**src/ucil_pkg.sv**
```systemverilog
// Package of offsets, field positions, codes and reset values for the channel interrupt logic
package ucil_pkg;

	// ****************************************
	// Register byte offsets
	// ****************************************
	localparam logic [5:0] OFS_IER = 6'h00;
	localparam logic [5:0] OFS_ISR = 6'h04;
	localparam logic [5:0] OFS_LSR = 6'h08;
	localparam logic [5:0] OFS_MSR = 6'h0C;
	localparam logic [5:0] OFS_RHR = 6'h10;
	localparam logic [5:0] OFS_THR = 6'h14;
	localparam logic [5:0] OFS_CTRL = 6'h18;
	localparam logic [5:0] OFS_SUM = 6'h1C;

	// ****************************************
	// Reset values
	// ****************************************
	localparam logic [7:0] IER_RESET = 8'h00;
	localparam logic [5:0] CTRL_RESET = 6'h00;
	localparam logic [3:0] DELTA_RESET = 4'h0;

	// ****************************************
	// Control register fields
	// ****************************************
	localparam int CTRL_FIFO_EN = 0;
	localparam int CTRL_ENH_EN = 1;
	localparam int CTRL_AUTO_RTS = 2;
	localparam int CTRL_AUTO_CTS = 3;
	localparam int CTRL_RS485 = 4;
	localparam int CTRL_PIN_SEL = 5;

	// ****************************************
	// Enable register fields
	// ****************************************
	localparam int IER_RX = 0;
	localparam int IER_TX = 1;
	localparam int IER_LINE = 2;
	localparam int IER_MODEM = 3;
	localparam int IER_XCHAR = 5;
	localparam int IER_RTS = 6;
	localparam int IER_CTS = 7;
	localparam logic [7:0] IER_ENH_MASK = 8'hE0;
	localparam logic [7:0] IER_WR_MASK = 8'hEF;

	// ****************************************
	// Status codes, highest priority first
	// ****************************************
	localparam logic [5:0] CODE_LINE = 6'h06;
	localparam logic [5:0] CODE_RXDATA = 6'h04;
	localparam logic [5:0] CODE_TIMEOUT = 6'h0C;
	localparam logic [5:0] CODE_TRANSMIT_READY_INTERRUPT = 6'h02;
	localparam logic [5:0] CODE_MODEM = 6'h00;
	localparam logic [5:0] CODE_XCHAR = 6'h10;
	localparam logic [5:0] CODE_FLOW = 6'h20;
	localparam logic [5:0] CODE_NONE = 6'h01;

	// ****************************************
	// Receive timeout and bus answers
	// ****************************************
	localparam int TIMEOUT_CHARS = 4;
	localparam int TIMEOUT_EXTRA_BITS = 12;
	localparam logic [1:0] RESP_OKAY = 2'h0;
	localparam logic [1:0] RESP_SLVERR = 2'h2;

endpackage

```
**src/ucil_rx_timeout.sv**
```systemverilog
// Receive timeout timer counting bit ticks while characters wait in the receive FIFO
`timescale 1ns/1ps
`default_nettype none
module ucil_rx_timeout (
	input wire logic aclk,
	input wire logic aresetn,
	input wire logic armed,
	input wire logic restart,
	input wire logic bit_tick,
	input wire logic [3:0] char_bits,
	output logic expired
);
	import ucil_pkg::*;

	logic [7:0] count_reg, count_next;
	logic expired_reg, expired_next;
	logic [7:0] limit;

	// Four character times plus twelve bit times
	assign limit = 8'(TIMEOUT_CHARS) * {4'h0, char_bits} + 8'(TIMEOUT_EXTRA_BITS);
	assign expired = expired_reg;

	always_comb begin
		count_next = count_reg;
		expired_next = 1'b0;
		// Any traffic restarts the wait so the timeout only flags a stalled receiver
		if (!armed || restart) begin
			count_next = 8'h00;
		end else if (bit_tick && count_reg != limit) begin
			count_next = count_reg + 8'h01;
			expired_next = (count_reg + 8'h01) == limit;
		end
	end

	always_ff @(posedge aclk) begin
		if (!aresetn) begin
			count_reg <= 8'h00;
			expired_reg <= 1'b0;
		end else begin
			count_reg <= count_next;
			expired_reg <= expired_next;
		end
	end
endmodule
`default_nettype wire

```
**src/ucil_channel_irq.sv**
```systemverilog
// Channel interrupt logic: enable, prioritised status, line and modem status, AXI4-Lite slave
// Contract
// - FIFO mode: receive interrupt and code follow level at or above trigger.
// - Data-ready bit set when FIFO holds a character, cleared when empty.
// - Bit1 overrun, bits 2..4 head byte errors, bit7 any FIFO error.
// - Bit5 transmit FIFO empty, bit6 FIFO and shift register both empty.
// - Enable bit7, enhanced-only, interrupts on CTS rising transition.
// - Enable bit6, enhanced-only, interrupts on RTS rising transition.
// - Enable bit5, enhanced-only, enables Xoff interrupt; bit4 reserved.
// - Enable bit3 raises modem interrupt when any delta bit sets.
// - Line interrupt on errored arrival, again when it reaches the head.
// - Per-character error bits show only the head byte.
// - Transmit ready: non-FIFO when empty; FIFO on below trigger and on empty.
// - Half-duplex mode delays second transmit interrupt until shift register empty.
// - Receive interrupt: non-FIFO when holding a character; FIFO at trigger.
// - Status read returns only the highest pending source.
// - Receive timeout after four characters plus twelve bits, cleared reading data.
// - Xon, Xoff, special character interrupts; status read clears, special also next char.
// - Wake indicator set leaving sleep, cleared only by summary read.
// - Each source cleared by its own read or write.
// - Codes 06 line, 04 receive data, 0C timeout.
// - Codes 02 transmit, 00 modem, 10 character, 20 flow pin, 01 none.
// - Flow pin interrupts only under matching auto flow; pin pair selectable.
// - Status bit0 low while pending, high when idle and after reset.
// - Status bits 7..6 show FIFO enable.
`timescale 1ns/1ps
`default_nettype none
module ucil_channel_irq #(
	parameter int LVL_W = 7
) (
	input wire logic aclk,
	input wire logic aresetn,
	input wire logic [5:0] s_axi_awaddr,
	input wire logic s_axi_awvalid,
	output logic s_axi_awready,
	input wire logic [31:0] s_axi_wdata,
	input wire logic [3:0] s_axi_wstrb,
	input wire logic s_axi_wvalid,
	output logic s_axi_wready,
	output logic [1:0] s_axi_bresp,
	output logic s_axi_bvalid,
	input wire logic s_axi_bready,
	input wire logic [5:0] s_axi_araddr,
	input wire logic s_axi_arvalid,
	output logic s_axi_arready,
	output logic [31:0] s_axi_rdata,
	output logic [1:0] s_axi_rresp,
	output logic s_axi_rvalid,
	input wire logic s_axi_rready,
	input wire logic [LVL_W-1:0] rx_level,
	input wire logic [LVL_W-1:0] rx_trigger,
	input wire logic [7:0] rx_head_data,
	input wire logic [2:0] rx_head_err,
	input wire logic rx_fifo_err_any,
	input wire logic rx_char_pushed,
	input wire logic rx_push_error,
	input wire logic rx_overrun,
	input wire logic [LVL_W-1:0] tx_level,
	input wire logic [LVL_W-1:0] tx_trigger,
	input wire logic tx_shift_empty,
	input wire logic cts_n,
	input wire logic dsr_n,
	input wire logic ri_n,
	input wire logic cd_n,
	input wire logic rts_n,
	input wire logic dtr_n,
	input wire logic xoff_det,
	input wire logic xon_det,
	input wire logic special_det,
	input wire logic wake_event,
	input wire logic bit_tick,
	input wire logic [3:0] char_bits,
	output logic irq,
	output logic rx_pop,
	output logic tx_write,
	output logic [7:0] tx_data,
	output logic fifo_enable
);
	import ucil_pkg::*;

	// ****************************************
	// Bus slave state
	// ****************************************
	logic awready_reg, awready_next, wready_reg, wready_next;
	logic aw_held_reg, aw_held_next, w_held_reg, w_held_next;
	logic [5:0] waddr_reg, waddr_next;
	logic [7:0] wbyte_reg, wbyte_next;
	logic wlane_reg, wlane_next;
	logic bvalid_reg, bvalid_next, arready_reg, arready_next, rvalid_reg, rvalid_next;
	logic [1:0] bresp_reg, bresp_next, rresp_reg, rresp_next;
	logic [31:0] rdata_reg, rdata_next;
	logic do_write, do_read;

	// ****************************************
	// Channel state
	// ****************************************
	logic [7:0] ier_reg, ier_next;
	logic [5:0] ctrl_reg, ctrl_next;
	logic lsr_flag_reg, lsr_flag_next, ovr_reg, ovr_next;
	logic to_flag_reg, to_flag_next, tx_flag_reg, tx_flag_next;
	logic xo_flag_reg, xo_flag_next, sp_flag_reg, sp_flag_next;
	logic flow_flag_reg, flow_flag_next, wake_reg, wake_next;
	logic [3:0] delta_reg, delta_next;
	logic [5:0] pins_q_reg;
	logic tx_below_q_reg, tx_empty_q_reg, pop_d_reg;
	logic irq_reg, irq_next, rx_pop_reg, rx_pop_next, tx_write_reg, tx_write_next;
	logic [7:0] tx_data_reg, tx_data_next;
	logic to_expired;

	logic fifo_en, rx_data_pend, any_pend, tx_empty, tx_below, tx_empty_evt;
	logic rd_isr, rd_lsr, rd_msr, rd_rhr, rd_sum, wr_thr, wr_ier;
	logic [5:0] isr_code;
	logic [7:0] isr_value, lsr_value, msr_value;
	logic [5:0] pins_now;

	function automatic logic addr_mapped(input logic [5:0] a);
		return a[5] == 1'b0 && a[1:0] == 2'h0;
	endfunction

	assign fifo_en = ctrl_reg[CTRL_FIFO_EN];
	assign do_write = aw_held_reg && w_held_reg && !bvalid_reg;
	assign do_read = s_axi_arvalid && arready_reg;
	assign rd_isr = do_read && s_axi_araddr == OFS_ISR;
	assign rd_lsr = do_read && s_axi_araddr == OFS_LSR;
	assign rd_msr = do_read && s_axi_araddr == OFS_MSR;
	assign rd_rhr = do_read && s_axi_araddr == OFS_RHR;
	assign rd_sum = do_read && s_axi_araddr == OFS_SUM;
	assign wr_thr = do_write && wlane_reg && waddr_reg == OFS_THR;
	assign wr_ier = do_write && wlane_reg && waddr_reg == OFS_IER;

	// ****************************************
	// Line and modem status
	// ****************************************
	assign tx_empty = tx_level == '0;
	assign tx_below = tx_level < tx_trigger;
	// In half-duplex mode the line may only turn round once the shift register drains
	assign tx_empty_evt = ctrl_reg[CTRL_RS485] ? (tx_empty && tx_shift_empty) : tx_empty;
	assign lsr_value = {rx_fifo_err_any && fifo_en,
		tx_empty && tx_shift_empty, tx_empty,
		rx_head_err,
		ovr_reg,
		rx_level != '0};
	assign pins_now = {dtr_n, rts_n, cd_n, ri_n, dsr_n, cts_n};
	assign msr_value = {~cd_n, ~ri_n, ~dsr_n, ~cts_n, delta_reg};

	// ****************************************
	// Priority encoder
	// ****************************************
	// Non-FIFO mode has a single holding slot, so any character counts
	assign rx_data_pend = fifo_en ? (rx_level >= rx_trigger && rx_level != '0) : (rx_level != '0);
	always_comb begin
		// Only the top source is shown; the rest wait until it is serviced
		if (lsr_flag_reg && ier_reg[IER_LINE]) begin
			isr_code = CODE_LINE;
		end else if (rx_data_pend && ier_reg[IER_RX]) begin
			isr_code = CODE_RXDATA;
		end else if (to_flag_reg && ier_reg[IER_RX]) begin
			isr_code = CODE_TIMEOUT;
		end else if (tx_flag_reg && ier_reg[IER_TX]) begin
			isr_code = CODE_TRANSMIT_READY_INTERRUPT;
		end else if ((|delta_reg) && ier_reg[IER_MODEM]) begin
			isr_code = CODE_MODEM;
		end else if (xo_flag_reg || sp_flag_reg) begin
			isr_code = CODE_XCHAR;
		end else if (flow_flag_reg && (ier_reg[IER_CTS] || ier_reg[IER_RTS])) begin
			isr_code = CODE_FLOW;
		end else begin
			isr_code = CODE_NONE;
		end
	end
	assign isr_value = {fifo_en, fifo_en, isr_code};
	assign any_pend = isr_code != CODE_NONE || wake_reg;

	// ****************************************
	// Receive timeout timer
	// ****************************************
	ucil_rx_timeout u_timeout (
		.aclk(aclk),
		.aresetn(aresetn),
		.armed(fifo_en && rx_level != '0),
		.restart(rx_char_pushed || rx_pop_reg),
		.bit_tick(bit_tick),
		.char_bits(char_bits),
		.expired(to_expired)
	);

	// ****************************************
	// Interrupt sources
	// ****************************************
	always_comb begin
		logic flow_rise;
		flow_rise = 1'b0;
		ier_next = ier_reg;
		ctrl_next = ctrl_reg;
		if (wr_ier) begin
			// Top three enables are locked unless enhanced functions are on
			if (ctrl_reg[CTRL_ENH_EN]) begin
				ier_next = wbyte_reg & IER_WR_MASK;
			end else begin
				ier_next = (ier_reg & IER_ENH_MASK) | (wbyte_reg & ~IER_ENH_MASK & IER_WR_MASK);
			end
		end
		if (do_write && wlane_reg && waddr_reg == OFS_CTRL) begin
			ctrl_next = wbyte_reg[5:0];
		end
		// Every flag: a set in the same cycle as its clear wins
		lsr_flag_next = rd_lsr ? 1'b0 : lsr_flag_reg;
		lsr_flag_next = lsr_flag_next || (rx_char_pushed && rx_push_error) || rx_overrun
			|| (pop_d_reg && (|rx_head_err));
		ovr_next = (rd_lsr ? 1'b0 : ovr_reg) || rx_overrun;
		to_flag_next = (rd_rhr ? 1'b0 : to_flag_reg) || to_expired;
		tx_flag_next = (((rd_isr && isr_code == CODE_TRANSMIT_READY_INTERRUPT) || wr_thr) ? 1'b0 : tx_flag_reg);
		if (fifo_en) begin
			tx_flag_next = tx_flag_next || (tx_below && !tx_below_q_reg) || (tx_empty_evt && !tx_empty_q_reg);
		end else begin
			tx_flag_next = tx_flag_next || (tx_empty && !tx_empty_q_reg);
		end
		if (wr_ier && wbyte_reg[IER_TX] && !ier_reg[IER_TX] && tx_empty_evt) begin
			tx_flag_next = 1'b1;
		end
		xo_flag_next = ((rd_isr && isr_code == CODE_XCHAR) ? 1'b0 : xo_flag_reg)
			|| (ier_reg[IER_XCHAR] && (xoff_det || xon_det));
		sp_flag_next = (((rd_isr && isr_code == CODE_XCHAR) || rx_char_pushed) ? 1'b0 : sp_flag_reg)
			|| (ier_reg[IER_XCHAR] && special_det);
		delta_next = rd_msr ? DELTA_RESET : delta_reg;
		delta_next[0] = delta_next[0] || (cts_n != pins_q_reg[0]);
		delta_next[1] = delta_next[1] || (dsr_n != pins_q_reg[1]);
		delta_next[2] = delta_next[2] || (ri_n && !pins_q_reg[2]);
		delta_next[3] = delta_next[3] || (cd_n != pins_q_reg[3]);
		// The pin pair watched follows the selected flow pair
		if (ctrl_reg[CTRL_AUTO_CTS] && ier_reg[IER_CTS]) begin
			flow_rise = ctrl_reg[CTRL_PIN_SEL] ? (dsr_n && !pins_q_reg[1]) : (cts_n && !pins_q_reg[0]);
		end
		if (ctrl_reg[CTRL_AUTO_RTS] && ier_reg[IER_RTS]) begin
			flow_rise = flow_rise || (ctrl_reg[CTRL_PIN_SEL] ? (dtr_n && !pins_q_reg[5]) : (rts_n && !pins_q_reg[4]));
		end
		flow_flag_next = (rd_msr ? 1'b0 : flow_flag_reg) || flow_rise;
		wake_next = (rd_sum ? 1'b0 : wake_reg) || wake_event;
		irq_next = any_pend;
		rx_pop_next = rd_rhr;
		tx_write_next = wr_thr;
		tx_data_next = wr_thr ? wbyte_reg : tx_data_reg;
	end

	always_ff @(posedge aclk) begin
		if (!aresetn) begin
			ier_reg <= IER_RESET;
			ctrl_reg <= CTRL_RESET;
			lsr_flag_reg <= 1'b0;
			ovr_reg <= 1'b0;
			to_flag_reg <= 1'b0;
			tx_flag_reg <= 1'b0;
			xo_flag_reg <= 1'b0;
			sp_flag_reg <= 1'b0;
			flow_flag_reg <= 1'b0;
			wake_reg <= 1'b0;
			delta_reg <= DELTA_RESET;
			pins_q_reg <= 6'h3F;
			tx_below_q_reg <= 1'b1;
			tx_empty_q_reg <= 1'b1;
			pop_d_reg <= 1'b0;
			irq_reg <= 1'b0;
			rx_pop_reg <= 1'b0;
			tx_write_reg <= 1'b0;
			tx_data_reg <= 8'h00;
		end else begin
			ier_reg <= ier_next;
			ctrl_reg <= ctrl_next;
			lsr_flag_reg <= lsr_flag_next;
			ovr_reg <= ovr_next;
			to_flag_reg <= to_flag_next;
			tx_flag_reg <= tx_flag_next;
			xo_flag_reg <= xo_flag_next;
			sp_flag_reg <= sp_flag_next;
			flow_flag_reg <= flow_flag_next;
			wake_reg <= wake_next;
			delta_reg <= delta_next;
			pins_q_reg <= pins_now;
			tx_below_q_reg <= tx_below;
			tx_empty_q_reg <= fifo_en ? tx_empty_evt : tx_empty;
			pop_d_reg <= rx_pop_reg;
			irq_reg <= irq_next;
			rx_pop_reg <= rx_pop_next;
			tx_write_reg <= tx_write_next;
			tx_data_reg <= tx_data_next;
		end
	end

	// ****************************************
	// AXI4-Lite slave
	// ****************************************
	always_comb begin
		awready_next = s_axi_awvalid && !awready_reg && !aw_held_reg && !bvalid_reg;
		wready_next = s_axi_wvalid && !wready_reg && !w_held_reg && !bvalid_reg;
		aw_held_next = aw_held_reg;
		w_held_next = w_held_reg;
		waddr_next = waddr_reg;
		wbyte_next = wbyte_reg;
		wlane_next = wlane_reg;
		bvalid_next = bvalid_reg;
		bresp_next = bresp_reg;
		if (s_axi_awvalid && awready_reg) begin
			aw_held_next = 1'b1;
			waddr_next = s_axi_awaddr;
		end
		if (s_axi_wvalid && wready_reg) begin
			w_held_next = 1'b1;
			wbyte_next = s_axi_wdata[7:0];
			wlane_next = s_axi_wstrb[0];
		end
		if (do_write) begin
			aw_held_next = 1'b0;
			w_held_next = 1'b0;
			bvalid_next = 1'b1;
			bresp_next = addr_mapped(waddr_reg) ? RESP_OKAY : RESP_SLVERR;
		end else if (bvalid_reg && s_axi_bready) begin
			bvalid_next = 1'b0;
		end
		arready_next = s_axi_arvalid && !arready_reg && !rvalid_reg;
		rvalid_next = rvalid_reg;
		rdata_next = rdata_reg;
		rresp_next = rresp_reg;
		if (do_read) begin
			rvalid_next = 1'b1;
			rresp_next = addr_mapped(s_axi_araddr) ? RESP_OKAY : RESP_SLVERR;
			case (s_axi_araddr)
				OFS_IER: rdata_next = {24'h000000, ier_reg};
				OFS_ISR: rdata_next = {24'h000000, isr_value};
				OFS_LSR: rdata_next = {24'h000000, lsr_value};
				OFS_MSR: rdata_next = {24'h000000, msr_value};
				OFS_RHR: rdata_next = {24'h000000, rx_head_data};
				OFS_CTRL: rdata_next = {26'h0000000, ctrl_reg};
				OFS_SUM: rdata_next = {30'h00000000, wake_reg, irq_reg};
				default: rdata_next = 32'h00000000;
			endcase
		end else if (rvalid_reg && s_axi_rready) begin
			rvalid_next = 1'b0;
		end
	end

	always_ff @(posedge aclk) begin
		if (!aresetn) begin
			awready_reg <= 1'b0;
			wready_reg <= 1'b0;
			aw_held_reg <= 1'b0;
			w_held_reg <= 1'b0;
			waddr_reg <= 6'h00;
			wbyte_reg <= 8'h00;
			wlane_reg <= 1'b0;
			bvalid_reg <= 1'b0;
			bresp_reg <= RESP_OKAY;
			arready_reg <= 1'b0;
			rvalid_reg <= 1'b0;
			rdata_reg <= 32'h00000000;
			rresp_reg <= RESP_OKAY;
		end else begin
			awready_reg <= awready_next;
			wready_reg <= wready_next;
			aw_held_reg <= aw_held_next;
			w_held_reg <= w_held_next;
			waddr_reg <= waddr_next;
			wbyte_reg <= wbyte_next;
			wlane_reg <= wlane_next;
			bvalid_reg <= bvalid_next;
			bresp_reg <= bresp_next;
			arready_reg <= arready_next;
			rvalid_reg <= rvalid_next;
			rdata_reg <= rdata_next;
			rresp_reg <= rresp_next;
		end
	end

	assign s_axi_awready = awready_reg;
	assign s_axi_wready = wready_reg;
	assign s_axi_bvalid = bvalid_reg;
	assign s_axi_bresp = bresp_reg;
	assign s_axi_arready = arready_reg;
	assign s_axi_rvalid = rvalid_reg;
	assign s_axi_rdata = rdata_reg;
	assign s_axi_rresp = rresp_reg;
	assign irq = irq_reg;
	assign rx_pop = rx_pop_reg;
	assign tx_write = tx_write_reg;
	assign tx_data = tx_data_reg;
	assign fifo_enable = ctrl_reg[CTRL_FIFO_EN];
endmodule
`default_nettype wire

```
**config.mk**
```make
export PLATFORM = sky130hd
export DESIGN_NAME = ucil_channel_irq
export DESIGN_NICKNAME = d
export VERILOG_FILES = /design/src/ucil_pkg.sv /design/src/ucil_rx_timeout.sv /design/src/ucil_channel_irq.sv
export SDC_FILE = /design/constraint.sdc
export NUM_CORES = 1
export LEC_CHECK = 0
export BUFFER_PORTS_ARGS = -buffer_cell sky130_fd_sc_hd__buf_2
export CAP_MARGIN = 20
export CORE_ASPECT_RATIO = 1.25
export CORE_MARGIN = 2
export CORE_UTILIZATION = 46
export DETAILED_ROUTE_END_ITERATION = 7
export GPL_ROUTABILITY_DRIVEN = 0
export PLACE_DENSITY = 0.87
export RECOVER_POWER = 100
export SLEW_MARGIN = 10
export SYNTH_ARGS = -nofsm -noshare
export SYNTH_HDL_FRONTEND = slang
export SYNTH_HIERARCHICAL = 1
export SYNTH_SLANG_ARGS = --single-unit
```
**constraint.sdc**
```tcl
create_clock -name aclk -period 2.2 [get_ports aclk]
set_clock_uncertainty 0.2 [all_clocks]
set_input_delay 0.33 -clock aclk [delete_from_list [all_inputs] [get_ports aclk]]
set_output_delay 0.33 -clock aclk [all_outputs]
set_load 0.005 [all_outputs]
```
After elaboration in Yosys (flattened, before gate mapping)

Cells that the tools add are included.

Register bits after elaboration: 113
Input port bits: 114
Output and inout port bits: 53
Word-level logic and storage cells: 206

Add/subtract/negate cells: 2
Order comparisons: 2
Equal/unequal tests: 16
Multiplexer cells: 33
Bitwise gates (word level): 9
Reduce and logical (&&, ||, !) cells: 110

Operators with widths:

| operator            | number |
|---|---|
| $logic_and 1x1->1   | 56 |
| $pmux 8 s7          | 1 |
| $mux 6              | 7 |
| $eq 6x5->1 const B  | 6 |
| $logic_or 1x1->1    | 25 |
| $mux 1              | 21 |
| $logic_not 1->1     | 16 |
| $eq 6x4->1 const B  | 2 |
| $logic_not 6->1     | 2 |
| $add 8x1->8 const B | 1 |
| $eq 8x8->1          | 1 |
| $mux 8              | 1 |
| $ne 8x8->1          | 1 |
| $not 1->1           | 8 |
| $or 8x4->8          | 1 |
| $add 6x4->7 const B | 1 |
| $ge 7x7->1          | 1 |
| $logic_not 7->1     | 1 |
| $lt 7x7->1          | 1 |
| $reduce_bool 7->1   | 1 |
| $eq 6x2->1 const B  | 1 |
| $eq 6x3->1 const B  | 1 |
| $ne 6x1->1 const B  | 1 |
| $reduce_or 3->1     | 2 |
| other kinds (7)     | 13 |

Longest topological paths before layout

Depth after elaboration: 17
Depth in mapped cells: 7
Gate-level depth less buffers: 7

Cells and area by module

The synthesis kept the hierarchy.

Modules (own cells, without submodules):

| module           | times used | cells an instance | area each (um^2) | seq. area each (um^2) |
|---|---|---|---|---|
| ucil_channel_irq | 1          | 476               | 3983.8           | 1541.5 |
| ucil_rx_timeout  | 1          | 92                | 740.7            | 180.2 |

Worst setup path before layout

Ideal clock, no wire load.

Path kind: input port to flip-flop
Start: in rx_trigger[5]
End: reg tx_flag_reg
Setup time: 134 ps
Data arrival time: 1832 ps
Required time: 1866 ps
Setup slack: 35 ps
Stages on the path: 7
Buffers on the path: 0
Path through: inv_1 -> ha_1 -> a21o_1 -> a221o_1 -> a31o_2 -> a2111oi_0 -> o22ai_1

Longest elaborated chain between the ends: 14

RTL lines:

| item                          | line                    | source |
|---|---|---|
| start: declaration            | ucil_channel_irq.sv:51  | `input wire logic [LVL_W-1:0] rx_trigger,` |
| $ge 7x7->1 *                  | ucil_channel_irq.sv:150 | `assign rx_data_pend = fifo_en ? (rx_level >= rx_trigger && rx_level != '0) : (rx_level != '0);` |
| $logic_and 1x1->1 *           | ucil_channel_irq.sv:150 |  |
| $mux 1 *                      | ucil_channel_irq.sv:150 |  |
| $logic_and 1x1->1 *           | ucil_channel_irq.sv:155 | `end else if (rx_data_pend && ier_reg[IER_RX]) begin` |
| $mux 6 *                      | ucil_channel_irq.sv:155 |  |
| $mux 6 *                      | ucil_channel_irq.sv:153 | `if (lsr_flag_reg && ier_reg[IER_LINE]) begin` |
| $eq 6x2->1 *                  | ucil_channel_irq.sv:212 | `tx_flag_next = (((rd_isr && isr_code == CODE_TRANSMIT_READY_INTERRUPT) \|\| wr_thr) ? 1'b0 : tx_flag_reg);` |
| $logic_and 1x1->1 *           | ucil_channel_irq.sv:212 |  |
| $logic_or 1x1->1 *            | ucil_channel_irq.sv:212 |  |
| $mux 1 *                      | ucil_channel_irq.sv:212 |  |
| $logic_or 1x1->1 (2 in a row) | ucil_channel_irq.sv:214 | `tx_flag_next = tx_flag_next \|\| (tx_below && !tx_below_q_reg) \|\| (tx_empty_evt && !tx_empty_q_reg);` |
| $mux 1 *                      | ucil_channel_irq.sv:213 | `if (fifo_en) begin` |
| $mux 1 *                      | ucil_channel_irq.sv:218 | `if (wr_ier && wbyte_reg[IER_TX] && !ier_reg[IER_TX] && tx_empty_evt) begin` |
| end signal: assignment        | ucil_channel_irq.sv:272 | `tx_flag_reg <= tx_flag_next;` |
| end: declaration              | ucil_channel_irq.sv:100 | `logic to_flag_reg, to_flag_next, tx_flag_reg, tx_flag_next;` |

Mark *: on every way between the ends. The rest lies on a longest branch, timed or not.
A chain may end at the register's enable or synchronous reset.

Worst setup path in the final report

Start: in s_axi_araddr[4]
End: reg rdata_reg[4] (netlist: s_axi_rdata[4])

Longest elaborated chain between the ends: 2

RTL lines:

| item                                     | line                    | source |
|---|---|---|
| start: declaration                       | ucil_channel_irq.sv:43  | `input wire logic [5:0] s_axi_araddr,` |
| $eq 6x5->1, or another cell as far along | ucil_channel_irq.sv:326 | `case (s_axi_araddr)` |
| $pmux 8 s7 *                             | ucil_channel_irq.sv:326 |  |
| end signal: assignment                   | ucil_channel_irq.sv:368 | `rdata_reg <= rdata_next;` |
| end: declaration                         | ucil_channel_irq.sv:91  | `logic [31:0] rdata_reg, rdata_next;` |

Marked as above.

==> results list <==
* DRC errors left: 0
- The count of pins over their slew limit was 0.
* Final net count: 827
- Clock-pin slew was measured on the worst setup and hold paths at 60 ps.
* Worst Max-Slew Pin Slew: 959 ps
- Detailed-route wire length on metal 1: 4.77 mm
- The number of global-route vias before repair came to 4241.
- Top cell by count, worst path: sky130_fd_sc_hd__clkbuf_1
- Cell variety after synth: 70
* Clock Tree Root: sky130_fd_sc_hd__clkbuf_16
* Cells after synthesis: 568
- In the post-synthesis netlist, the cell with the most instances is sky130_fd_sc_hd__dfxtp_1.
- Global route total overflow: 0
- Summing over every cut layer, the via total after detailed routing is 4475.
- Tightest hold margin: 13.5 ps
* Hold Fails Final Rpt: 0
- In the routed layout, each cell is associated on average with a via count of 5.40.
- Proportion of register bits with asynchronous set or reset after synthesis: 0%
- Post-synthesis instance area: 0.00472 mm^2
* WP data required: 2220 ps
- Startpoint of the lowest-slack register-to-register path: s_axi_bvalid
- STA classifies the critical path startpoint as an input port.
* Crit share post-route: 91.2%
- Ranking of synthesized cells by instance count: 86 x sky130_fd_sc_hd__dfxtp_1, 67 x sky130_fd_sc_hd__nand2_1, 43 x sky130_fd_sc_hd__a21oi_1
- Status: finished clean
- The first TritonRoute pass finished after 4 iterations.
- Min-delay worst type: in -> reg
- The HPWL after detailed placement is 9.35 mm.
* Initial Util: 47.0%
- Setup violations remaining at the end of the flow were counted as 0.
* Dominant cell type by area after synthesis: sky130_fd_sc_hd__dfxtp_1
* Most used flip-flop cell after synthesis: sky130_fd_sc_hd__dfxtp_1
- Area overhead of the layout relative to synthesis: 21.8%
- The total area inside the core boundary comes to 0.0101 mm^2.
* Die outline height: 117 um
- No sink is reached through more buffers than the 2 on the longest clock path.
- VDD sags by at most 491 uV.
- Counting flops with a built-in enable in the synthesized netlist gives 0.
- For this block, the initial DRC count from the detailed router was 242.
- Worst Setup Path Type: in -> reg
- Clock tree from TritonCTS: yes
- Fraction of layout cells with a size suffix above 1: 21.0%
- After floorplanning, the core was divided into 41 placement rows.
* Register-to-register setup slack: 230 ps
- Die W: 94.6 um
* CP Capture Point: s_axi_rdata[4]
- Number of placed instances, taps included: 808
- In this run the tightest slew margin relative to its limit is 36.1%.
* Cell at the slowest stage of the critical path: sky130_fd_sc_hd__a221oi_1
- The routed design has 12.1 mm of wire.
- After layout, the design draws a total of 3.66 mW.
- In this run, synthesis produced a sequential element count of 86.
* Number of buffers added on ports: 113
* Ordered cell list for the critical path: clkbuf_1, clkbuf_2, nor4_1, clkbuf_1, and2_0, a221oi_1, o22ai_1
* Final core utilization: 57.3%
- In this run the mean area of a mapped cell was 8.32 um^2.
* Antenna violations before repair: 2
- Counting the fill cells in the layout gives 956.
- The clock tree synthesis step divided the H-tree into 3 levels.
* Maximum number of pins on one net before global-route repair: 53
* Post-route non-filler standard cell count: 829
* Die Area: 0.0111 mm^2
- Sequential share of the synthesized area: 36.4%
- At the worst endpoint, the arrival time is 2020 ps.
- Number of routed nets with antenna violations: 0
- Based on the critical path, the design can be clocked at up to 498 MHz.
- On the worst path, the slowest cell contributes a delay of 400 ps.
- The tool flagged a number of max-cap violations equal to 0.
- The top cell type by area accounts for 36.4% of the synthesized area.
* Met3 routed wirelength: 1.06 mm
- In this run the top signal layer used is met5.
- Synthesis warning total: 6
* Number of ports placed on the die boundary: 167
* Biggest area contributors in the synthesized netlist: sky130_fd_sc_hd__dfxtp_1 36%, sky130_fd_sc_hd__nand2_1 5.3%, sky130_fd_sc_hd__mux2i_1 5.1%
* Final Critical Period: 2010 ps
- Summed over all cells, the static leakage comes to 2.66 nW.
* Clk_lat worst skew: 340 ps
- Overall fraction of global-route tracks in use: 21.6%
- Setup repair after global routing left no endpoint under its margin.
* Count of cells resized by post-cts repair: 0
- The number of clock buffers added by TritonCTS is 9.
- Total length of routed met2 wires: 5.96 mm
- Total power density per cell area: 636 mW/mm^2
- The worst setup path is captured at a register.
- R2R Path End: ctrl_reg[0]
* Crit-path max FO: 15
- After detailed routing, the average wire length per cell comes to 14.6 um.
- The first global-routing pass estimated 19.1 mm of wire.
* Number of sinks driven by the clock tree: 86
* Number of cells on the worst reg-to-reg path: 6
- Start point of the critical path: s_axi_araddr[4]
==> cells in the final DEF (no fill, tap or decap), drive strengths merged, types with 14 or more instances in the layout <==
master	n
buf	112
dfxtp	86
nand2	67
a21oi	43
nor2	42
clkbuf	36
inv	32
conb	26
mux2i	24
nand3	24
o21ai	22
ha	19
nand2b	14
==> cell families after synthesis <==
logic type	after synthesis	share of synthesized area, %
simple gates	213	22.9
compound gates	124	17.9
flops	86	36.4
buf+inv	82	8.79
mux	28	6.04
fa+ha+maj	19	5.03
xor+xnor	15	2.78
other cells	1	0.0794
==> worst min path at each step <==
stage / depth (start not counted) / slack, ps / from / to
after floorplan: 2 / 210 / u_timeout/expired / to_flag_reg
after global placement: 2 / 230 / u_timeout/expired / to_flag_reg
after global routing: 2 / 9 / dtr_n / pins_q_reg[5]
after detailed placement: 1 / 240 / w_held_reg / s_axi_wready
final: 2 / 10 / dtr_n / pins_q_reg[5]
after CTS: 2 / 4 / dsr_n / pins_q_reg[1]
==> layer usage <==
layer	up-vias	global-route usage [%]
met1	2055	24.6
met3	28	5.65
met5	-	0
met4	2	10.3
li1	2201	-
met2	189	36.7
==> critical path, delay by kind of cell <==
kind                   cells  cell delay (ps)
and+or+nand+nor            2              350
AOI/OAI and AO/OA          2              530
buffers and inverters      3              820
==> power breakdown <==
part	internal, mW	total (mW)	switching [mW]
Clock	1.00	1.66	0.653
Sequential	1.59	1.62	0.0257
Combinational	0.180	0.387	0.206
==> final cells by class <==
class	instances	area, um^2	area share [%]
inverters	30	113	1.96
clock buffers	10	229	3.98
flip-flops and latches	86	1720	29.9
diodes	1	2.50	0.0435
clock inverters	6	92.6	1.61
repair buffers	142	769	13.4
multi-input cells	425	2670	46.3
well taps	129	161	2.80
==> stage by stage <==
step | setup TNS, ps | setup slack (ps) | area [um^2]
after floorplan | 0 | 34.8 | 4820
after global placement | -238 | -110 | 5460
after detailed placement | -366 | -158 | 5460
after CTS | 0 | 214 | 5820
after global routing | 0 | 111 | 5750
final | 0 | 194 | 5760
==> timing repair <==
item / in CTS / in global routing
buffers inserted: 0 / 0
hold buffers: 4 / 0
hold endpoints to repair: 4 / 0
(Power assumes the default switching activity.)
